[src/logic/lvpm_consts.vh]
`ifndef LVPM_CONSTS_VH
`define LVPM_CONSTS_VH

// Register word offsets (byte addresses on the plain port)
`define LVPM_ADDR_W          4
`define LVPM_OFS_CTRL        4'h0
`define LVPM_OFS_STOP        4'h1
`define LVPM_OFS_IRQ_STAT    4'h2
`define LVPM_OFS_IRQ_MASK    4'h3

// Control register fields
`define LVPM_B_WARN_FLAG     7
`define LVPM_B_WARN_ACK      6
`define LVPM_B_WARN_IRQ_EN   5
`define LVPM_B_DET_RST_EN    4
`define LVPM_B_DET_STOP_EN   3
`define LVPM_B_DET_EN        2
`define LVPM_B_BGBUF_EN      0

// Stop and trip select register fields
`define LVPM_B_DET_LVL       5
`define LVPM_B_WARN_LVL      4
`define LVPM_B_DS_RECOV      3
`define LVPM_B_DS_ACK        2
`define LVPM_B_DS_SEL        0

// Interrupt status and mask bits
`define LVPM_IRQ_W           3
`define LVPM_I_WARN          0
`define LVPM_I_DETECT        1
`define LVPM_I_DS_RECOV      2

// Reset values
`define LVPM_CTRL_RST        8'h1c
`define LVPM_STOP_RST        8'h00
`define LVPM_MASK_RST        3'h0

`endif

[src/logic/lvpm_regs.v]
// Implementation choices: the register offsets and strobed register access.
`timescale 1ns/10ps
`include "lvpm_consts.vh"
// How it works
// - The warning flag sets when the warning comparator shows low supply, also right after reset.
// - Writing one to warn_ack clears the flag only while the warning level is gone.
// - With warn_irq_en set, a set warning flag raises the warning interrupt request.
// - Write-once detect_reset_en with detect_en makes a detect event force a system reset.
// - Write-once detect_stop_en keeps detection running in stop mode when detect_en is set.
// - Write-once detect_en turns detection on and qualifies the reset and stop bits.
// - Control bit 0 drives the bandgap buffer enable.
// - Every write-once bit keeps only its first write after reset.
// - The detect level select is write-once per power-on; both level selects survive other resets.
// - Detect and warning selects form the two-bit trip code for the comparators.
// - deep_stop_recovered sets on recovery from stop2 and ignores writes.
// - Writing one to deep_stop_ack clears deep_stop_recovered; the ack reads zero.
// - Write-once deep_stop_select chooses stop2 when one and stop3 when zero.
module lvpm_regs (
  input  wire                    i_mclk,
  input  wire                    i_rst,
  input  wire                    i_por,
  input  wire                    i_sys_rst,
  input  wire [`LVPM_ADDR_W-1:0] i_addr,
  input  wire [7:0]              i_wdata,
  input  wire                    i_wr,
  input  wire                    i_rd,
  output reg  [7:0]              o_rdata,
  input  wire                    i_undervoltage_detect,
  input  wire                    i_undervoltage_warning,
  input  wire                    i_in_stop,
  input  wire                    i_stop2_recovered,
  output reg                     o_warn_irq_req,
  output reg                     o_detect_reset_req,
  output reg                     o_detect_active,
  output reg                     o_bandgap_buf_en,
  output reg  [1:0]              o_trip_code,
  output reg                     o_deep_stop_select,
  output reg                     o_irq
);
  reg                   warn_flag_reg;
  reg                   warn_irq_en_reg;
  reg                   bgbuf_reg;
  reg                   warn_lvl_reg;
  reg                   ds_recov_reg;
  reg [`LVPM_IRQ_W-1:0] irq_stat_reg;
  reg [`LVPM_IRQ_W-1:0] irq_mask_reg;
  reg [`LVPM_IRQ_W-1:0] irq_stat_next;
  reg                   first_reg;
  reg [7:0]             rdata_next;

  wire wr_ctrl = i_wr && (i_addr == `LVPM_OFS_CTRL);
  wire wr_stop = i_wr && (i_addr == `LVPM_OFS_STOP);
  wire any_rst = i_por | i_sys_rst;

  // Write decodes for the interrupt registers
  wire wr_stat = i_wr && (i_addr == `LVPM_OFS_IRQ_STAT);
  wire wr_mask = i_wr && (i_addr == `LVPM_OFS_IRQ_MASK);

  // Write-once outputs

  wire det_en;
  wire det_rst_en;
  wire det_stop_en;
  wire ds_sel;
  wire det_lvl;

  // Write-once bits; cleared by any reset except the POR-only level select
  lvpm_wonce u_det_en (
    .i_mclk    (i_mclk),
    .i_rst     (i_rst),
    .i_clr     (any_rst),
    .i_rst_val (1'b1),
    .i_wr      (wr_ctrl),
    .i_wdata   (i_wdata[`LVPM_B_DET_EN]),
    .o_val     (det_en)
  );
  lvpm_wonce u_det_rst_en (
    .i_mclk    (i_mclk),
    .i_rst     (i_rst),
    .i_clr     (any_rst),
    .i_rst_val (1'b1),
    .i_wr      (wr_ctrl),
    .i_wdata   (i_wdata[`LVPM_B_DET_RST_EN]),
    .o_val     (det_rst_en)
  );
  lvpm_wonce u_det_stop_en (
    .i_mclk    (i_mclk),
    .i_rst     (i_rst),
    .i_clr     (any_rst),
    .i_rst_val (1'b1),
    .i_wr      (wr_ctrl),
    .i_wdata   (i_wdata[`LVPM_B_DET_STOP_EN]),
    .o_val     (det_stop_en)
  );
  lvpm_wonce u_ds_sel (
    .i_mclk    (i_mclk),
    .i_rst     (i_rst),
    .i_clr     (any_rst),
    .i_rst_val (1'b0),
    .i_wr      (wr_stop),
    .i_wdata   (i_wdata[`LVPM_B_DS_SEL]),
    .o_val     (ds_sel)
  );
  lvpm_wonce u_det_lvl (
    .i_mclk    (i_mclk),
    .i_rst     (i_rst),
    .i_clr     (i_por),
    .i_rst_val (1'b0),
    .i_wr      (wr_stop),
    .i_wdata   (i_wdata[`LVPM_B_DET_LVL]),
    .o_val     (det_lvl)
  );

  // Detection qualified by enable and stop state
  wire det_live  = det_en && (!i_in_stop || det_stop_en);
  wire det_event = det_live && i_undervoltage_detect;

  wire warn_ack_ok = wr_ctrl && i_wdata[`LVPM_B_WARN_ACK] && !i_undervoltage_warning;
  wire ds_ack      = wr_stop && i_wdata[`LVPM_B_DS_ACK];

  // Warning flag: live warning always wins over the acknowledge
  always @(posedge i_mclk or posedge i_rst) begin
    if (i_rst) begin
      warn_flag_reg <= 1'b0;
    end else if (i_undervoltage_warning) begin
      warn_flag_reg <= 1'b1;
    end else if (any_rst) begin
      warn_flag_reg <= 1'b0;
    end else if (warn_ack_ok) begin
      warn_flag_reg <= 1'b0;
    end
  end

  // Plain control bits, lost on any reset
  always @(posedge i_mclk or posedge i_rst) begin
    if (i_rst) begin
      warn_irq_en_reg <= 1'b0;
      bgbuf_reg       <= 1'b0;
    end else if (any_rst) begin
      warn_irq_en_reg <= 1'b0;
      bgbuf_reg       <= 1'b0;
    end else if (wr_ctrl) begin
      warn_irq_en_reg <= i_wdata[`LVPM_B_WARN_IRQ_EN];
      bgbuf_reg       <= i_wdata[`LVPM_B_BGBUF_EN];
    end
  end

  // Warning level select survives all but power-on
  always @(posedge i_mclk or posedge i_rst) begin
    if (i_rst) begin
      warn_lvl_reg <= 1'b0;
    end else if (i_por) begin
      warn_lvl_reg <= 1'b0;
    end else if (wr_stop) begin
      warn_lvl_reg <= i_wdata[`LVPM_B_WARN_LVL];
    end
  end

  // Stop2 recovery flag; the recovery event beats the ack
  always @(posedge i_mclk or posedge i_rst) begin
    if (i_rst) begin
      ds_recov_reg <= 1'b0;
    end else if (i_stop2_recovered) begin
      ds_recov_reg <= 1'b1;
    end else if (any_rst || ds_ack) begin
      ds_recov_reg <= 1'b0;
    end
  end

  // Sticky interrupt status, write one to clear, set wins
  always @* begin
    irq_stat_next = irq_stat_reg;
    if (wr_stat) begin
      irq_stat_next = irq_stat_reg & ~i_wdata[`LVPM_IRQ_W-1:0];
    end
    if (warn_flag_reg) begin
      irq_stat_next[`LVPM_I_WARN] = 1'b1;
    end
    if (det_event) begin
      irq_stat_next[`LVPM_I_DETECT] = 1'b1;
    end
    if (i_stop2_recovered) begin
      irq_stat_next[`LVPM_I_DS_RECOV] = 1'b1;
    end
  end

  // Status and mask registers
  always @(posedge i_mclk or posedge i_rst) begin
    if (i_rst) begin
      irq_stat_reg <= {`LVPM_IRQ_W{1'b0}};
      irq_mask_reg <= `LVPM_MASK_RST;
    end else begin
      irq_stat_reg <= irq_stat_next;
      if (wr_mask) begin
        irq_mask_reg <= i_wdata[`LVPM_IRQ_W-1:0];
      end
    end
  end

  // Read mux; acks always read zero
  always @* begin
    case (i_addr)
      `LVPM_OFS_CTRL: begin
        rdata_next = {warn_flag_reg, 1'b0, warn_irq_en_reg, det_rst_en,
                      det_stop_en, det_en, 1'b0, bgbuf_reg};
      end
      `LVPM_OFS_STOP: begin
        rdata_next = {2'b00, det_lvl, warn_lvl_reg, ds_recov_reg, 2'b00, ds_sel};
      end
      `LVPM_OFS_IRQ_STAT: begin
        rdata_next = {5'h00, irq_stat_reg};
      end
      `LVPM_OFS_IRQ_MASK: begin
        rdata_next = {5'h00, irq_mask_reg};
      end
      default: begin
        rdata_next = 8'h00;
      end
    endcase
  end

  // Read data stands for one cycle only, zero otherwise
  always @(posedge i_mclk or posedge i_rst) begin
    if (i_rst) begin
      o_rdata <= 8'h00;
    end else begin
      o_rdata <= i_rd ? rdata_next : 8'h00;
    end
  end

  // Warning interrupt request follows the flag one cycle late
  always @(posedge i_mclk or posedge i_rst) begin
    if (i_rst) begin
      o_warn_irq_req <= 1'b0;
    end else begin
      o_warn_irq_req <= warn_irq_en_reg && warn_flag_reg;
    end
  end

  // Marks the first edge after the async reset
  // Blocks a spurious reset request while the write-once bits settle
  always @(posedge i_mclk or posedge i_rst) begin
    if (i_rst) begin
      first_reg <= 1'b0;
    end else begin
      first_reg <= 1'b1;
    end
  end

  // Reset request, one cycle per qualified detect cycle
  always @(posedge i_mclk or posedge i_rst) begin
    if (i_rst) begin
      o_detect_reset_req <= 1'b0;
    end else begin
      o_detect_reset_req <= det_event && det_rst_en && first_reg;
    end
  end

  // Detection live flag for the analog side
  always @(posedge i_mclk or posedge i_rst) begin
    if (i_rst) begin
      o_detect_active <= 1'b0;
    end else begin
      o_detect_active <= det_live;
    end
  end

  // Bandgap buffer enable; an idle buffer only wastes current
  always @(posedge i_mclk or posedge i_rst) begin
    if (i_rst) begin
      o_bandgap_buf_en <= 1'b0;
    end else begin
      o_bandgap_buf_en <= bgbuf_reg;
    end
  end

  // Trip code to the comparators
  always @(posedge i_mclk or posedge i_rst) begin
    if (i_rst) begin
      o_trip_code <= 2'b00;
    end else begin
      o_trip_code <= {det_lvl, warn_lvl_reg};
    end
  end

  // Stop mode choice for the power controller
  always @(posedge i_mclk or posedge i_rst) begin
    if (i_rst) begin
      o_deep_stop_select <= 1'b0;
    end else begin
      o_deep_stop_select <= ds_sel;
    end
  end

  // Interrupt line, high while any unmasked status bit is set
  always @(posedge i_mclk or posedge i_rst) begin
    if (i_rst) begin
      o_irq <= 1'b0;
    end else begin
      o_irq <= |(irq_stat_reg & irq_mask_reg);
    end
  end
endmodule // lvpm_regs

[src/logic/lvpm_wonce.v]
`timescale 1ns/10ps
// One write-once bit: first write after clear is kept, later ones dropped
module lvpm_wonce (
  input  wire i_mclk,
  input  wire i_rst,
  input  wire i_clr,
  input  wire i_rst_val,
  input  wire i_wr,
  input  wire i_wdata,
  output wire o_val
);
  reg val_reg;
  reg done_reg;

  // Lock after the first write
  always @(posedge i_mclk or posedge i_rst) begin
    if (i_rst) begin
      val_reg  <= 1'b0;
      done_reg <= 1'b0;
    end else if (i_clr) begin
      val_reg  <= i_rst_val;
      done_reg <= 1'b0;
    end else if (i_wr && !done_reg) begin
      val_reg  <= i_wdata;
      done_reg <= 1'b1;
    end
  end

  assign o_val = val_reg;
endmodule // lvpm_wonce
[config.mk]
export PLATFORM = sky130hd
export DESIGN_NAME = lvpm_regs
export DESIGN_NICKNAME = d
export VERILOG_FILES = /design/src/logic/lvpm_regs.v /design/src/logic/lvpm_wonce.v
export VERILOG_INCLUDE_DIRS = /design/src /design/src/logic
export SDC_FILE = /design/constraint.sdc
export NUM_CORES = 1
export LEC_CHECK = 0
export BUFFER_PORTS_ARGS = -buffer_cell sky130_fd_sc_hd__buf_2
export CAP_MARGIN = 5
export CORE_ASPECT_RATIO = 1.25
export CORE_MARGIN = 2
export CORE_UTILIZATION = 45
export DETAILED_ROUTE_END_ITERATION = 7
export PLACE_DENSITY_LB_ADDON = 0.08
export SYNTH_ARGS = -nofsm -noshare
export SYNTH_HDL_FRONTEND = slang
export SYNTH_SLANG_ARGS = --single-unit
[constraint.sdc]
create_clock -name i_mclk -period 2.4 [get_ports i_mclk]
set_input_delay 0.48 -clock i_mclk [delete_from_list [all_inputs] [get_ports i_mclk]]
set_output_delay 0.48 -clock i_mclk [all_outputs]
set_load 0.02 [all_outputs]
### Word level (Yosys, flattened, before mapping)

Index checks and enable logic that the tools add are counted.

* register bits: 38
* bits in latches: 0
* RAM bits: 0
* memory bits (read-only): 0
* output and inout port bits: 16
* word-level logic and storage cells: 112
* memories kept: 0

* add/sub/neg operators: 0
* multiply operators: 0
* div/mod/pow operators: 0
* $lt $le $gt $ge: 0
* equality and inequality tests: 3
* shifts and indexed selects: 0
* muxes and demuxes: 37
* bitwise logic cells: 4
* reductions and logical operators: 40

Operators by type and width (count)
* 1-bit two-way mux: 34
* 8-bit case mux with 4 select lines: 1
* 2-bit nonzero test: 11
* 1-bit logical AND: 17
* 4-bit by 2-bit equality test with 1-bit output, second input constant: 2
* 8-bit two-way mux: 1
* 1-bit zero test: 7
* 3-bit AND: 2
* 4-bit by 1-bit equality test with 1-bit output, second input constant: 1
* 4-bit zero test: 1
* 3-bit two-way mux: 1
* 3-bit inverter: 1
* 3-bit nonzero test: 1
* 3-bit OR reduction: 1
* 1-bit logical OR: 2
* 1-bit bitwise OR: 1

### Longest topological paths before layout

* word-level depth: 7
* mapped depth: 5
* gate-level depth less buffers: 3

### Modules after synthesis

A second synthesis with hierarchy kept.

* cells, all modules: 139
* area, all modules: 1587.8 um^2

By module, submodules not included
* lvpm_regs: instances 1, cells an instance 89, area an instance 1112.3 um^2
* lvpm_wonce: instances 5, cells an instance 10, area an instance 95.1 um^2

### Worst setup path before layout

No wires, ideal clock.

* kind: input-to-reg
* start: in i_addr[1]
* end: reg bgbuf_reg
* setup time: 0.079 ns
* arrival time: 1.738 ns
* slack: 0.582 ns
* stages on the path: 5
* path buffers: 2
* path through: buf_6 -> or4b_1 -> buf_2 -> nor2_1 -> mux2i_1

* longest elaborated chain between the ends: 3

Ends and longest elaborated chain
* start, declared: RTL line lvpm_regs.v:23 `` input wire [`LVPM_ADDR_W-1:0] i_addr, ``
* 4-bit zero test
* 1-bit logical AND: RTL line lvpm_regs.v:51 `` wire wr_ctrl = i_wr && (i_addr == `LVPM_OFS_CTRL); ``
* 2-bit nonzero test (no line)
* end signal, assigned: RTL line lvpm_regs.v:144 `` bgbuf_reg <= i_wdata[`LVPM_B_BGBUF_EN]; ``
* end, declared: RTL line lvpm_regs.v:42 `reg bgbuf_reg;`

Every way passes these cells.
A chain may end at the register's enable or synchronous reset.

### Worst setup path in the final report

Ends and elaborated chain as after synthesis.

==> impl_metrics.ini <==
[route]
drt-met1-wl_um = 1380
dr.pass1.iters = 4
met2_length_um = 1420
wl_met3_um = 177
via_per_inst = 5.12
drtIter0Drc = 28
top_layer_used = met4
drc = 0
postRouteAntennaNets = 0
vias = 1045
wl_per_cell_um = 15.0
totalWireLength_um = 3050

[cts]
cts_resized = 0
hold_buffers = 0
clockRootBuffer = clkbuf_8
cts.clk_slew.worst_paths_ps = 70
postCtsSetupBuffers = 0
clockBufferDepth = 2
insertion_delay_ps = 290
clock-sinks = 37
cts_tree = done
numCtsBuffers = 5
htree_levels = 2

[finish]
finish.net_count = 188
final_cell_mix = dfrtp_1, buf_2, nor2_1
n_antenna_cell = 0
syn_to_final_growth_pct = 21.6
drive_gt1_share_pct = 32.9
nFillCells = 294
final_common_cell = dfrtp_1
largest_register_ff_count = 7

[synthesis]
syn_area_sq_um = 1500
ys_async_sr_fraction_pct = 100
syn_inst = 127
synth_area_leaders = dfrtp_1, mux2i_1, mux2_2
synth.net_count = 149
synth_ff_type = dfrtp_1
synth_area_per_cell_sq_um = 11.8
synth_top_cell_area_share_pct = 61.6
post-synth-top-area-cell = dfrtp_1
ys_types = 37
synth-edff-count = 0
ys_seq_area_share_pct = 61.6
synth-seq-cells = 37
yosys_warnings = 0

[floorplan]
fp.coreArea_sq_um = 3190
rows = 23
start_util_pct = 47.0
die_h_um = 68.6
die_x_um = 55.7
die_area_sq_um = 3820
pin_count = 38

[sta]
post-route-min-period_ps = 1800
fmax_ghz = 0.556
finClkSkew_ps = 4.54
rsz0062_at_grt = no
setup_viol = 0
period_share_pct = 75.0
finalSetupTns_ps = 0
hold_viol = 0
drv_slew = 0

[global_routing]
grt_pass1_vias = 1006
antenna_found_initial = 0
grt_max_degree = 38
track_usage_pct = 18.0
grt_pass1_wl_um = 5020
grt-ovfl-total = 0

[power_and_ir_drop]
p_comb_share_pct = 9.2
switching_share_pct = 22.1
power.internal_w = 0.00104
leakage_nw = 0.894
p_sw_w = 0.000295
total_power_w = 0.00133
p_clk_share_pct = 41.0
power.share.sequential_pct = 49.8
peakVddDrop_v = 0.000509
p_per_area_nw_per_um2 = 730

[place]
port_buffers = 35
dpl.hpwl_um = 2080
gp_congestion = 0.734

[setup_path]
end_kind = flip-flop
path_cells = buf_2, or4b_1, nor2_1, mux2i_1
crit_arrival_ps = 2020
start_kind = primary input
critical_path.max_fanout = 8
cp_slowest_cell = or4b_1
criticalPathCategory = in2reg
cpPeakStageDelay_ps = 700
critical_path_required_ps = 2620

[outcome]
status = complete, no violations

[run]
maxCapViolations = 0

[worst_hold_path]
hold_path.class = in2async
[path summary, 6_finish.rpt]
kind                                        startpoint  slack [ps]  depth (start not counted)                       endpoint
max reg2reg                 u_ds_sel.o_val$_DFFE_PP0P_        1260                          2           o_rdata[0]$_DFF_PP0_
min in group i_mclk                          i_sys_rst         350                          2  u_ds_sel.done_reg$_DFFE_PP0P_
max in group asynchronous                        i_rst        1790                          3           o_rdata[0]$_DFF_PP0_
max                                          i_addr[1]         600                          4          bgbuf_reg$_DFFE_PP0P_
min                                              i_rst         280                          3       o_trip_code[1]$_DFF_PP0_
min reg2reg                u_det_lvl.o_val$_DFFE_PP0P_         410                          0       o_trip_code[1]$_DFF_PP0_
[metrics by stage]
stage	std cells	setup slack, ps	area (sq um)	util, %	hold slack (ps)
after floorplan	127	582	1500	-	368
after global placement	196	333	1710	53.6	390
after detailed placement	196	305	1710	53.6	398
after CTS	204	607	1830	57.2	294
after global routing	204	494	1830	57.2	318
final	204	600	1830	57.2	285
[cell usage after synthesis (2+ instances only)]
library cell  instances
dfrtp_1              37
nor2_1               12
a21oi_1               8
mux2i_1               7
nand2_1               7
inv_1                 6
o21ai_0               5
mux2_2                4
nand3_1               4
o21a_1                4
nor4_1                3
a21o_1                2
buf_1                 2
conb_1                2
nor3b_1               2
[power by group through the flow]
| stage | Clock (W) | Sequential (W) | Combinational [W] |
|---|---|---|---|
| 2_1_floorplan | 0 | 0.000683 | 0.0000682 |
| 3_3_place_gp | 0 | 0.000675 | 0.000120 |
| 3_5_place_dp | 0 | 0.000676 | 0.000122 |
| 4_1_cts | 0.000563 | 0.000665 | 0.000123 |
| 5_1_grt | 0.000595 | 0.000667 | 0.000135 |
| 6_report | 0.000548 | 0.000665 | 0.000122 |
[area by class of cell]
cell class	count	area [sq um]	area share, %
clock inverters	1	30.0	1.64
well taps	37	46.3	2.53
multi-input cells	78	519	28.4
repair buffers	38	198	10.8
inverters	6	22.5	1.23
flip-flops and latches	37	926	50.7
clock buffers	7	86.3	4.72
[layer usage]
metal / global-route usage, % / vias to the layer above
met5: 0 / -
met4: 10.1 / 0
met3: 6.34 / 6
met2: 28.4 / 31
met1: 21.8 / 488
li1: - / 520
[critical path, delay by kind of cell]
family | cells | cell delay, ps
AND/OR/NAND/NOR | 2 | 1150
buffers and inverters | 1 | 150
multiplexers | 1 | 230
[kinds of logic (layout without fill, tap and decap cells)]
logic type | after synthesis | in the layout | share of synthesized area, %
simple gates | 39 | 39 | 14.4
mux | 12 | 12 | 9.16
buf+inv | 12 | 52 | 3.83
other cells | 2 | 2 | 0.500
flops | 37 | 37 | 61.6
compound gates | 25 | 25 | 10.5
Power figures use the tool's default switching activity.
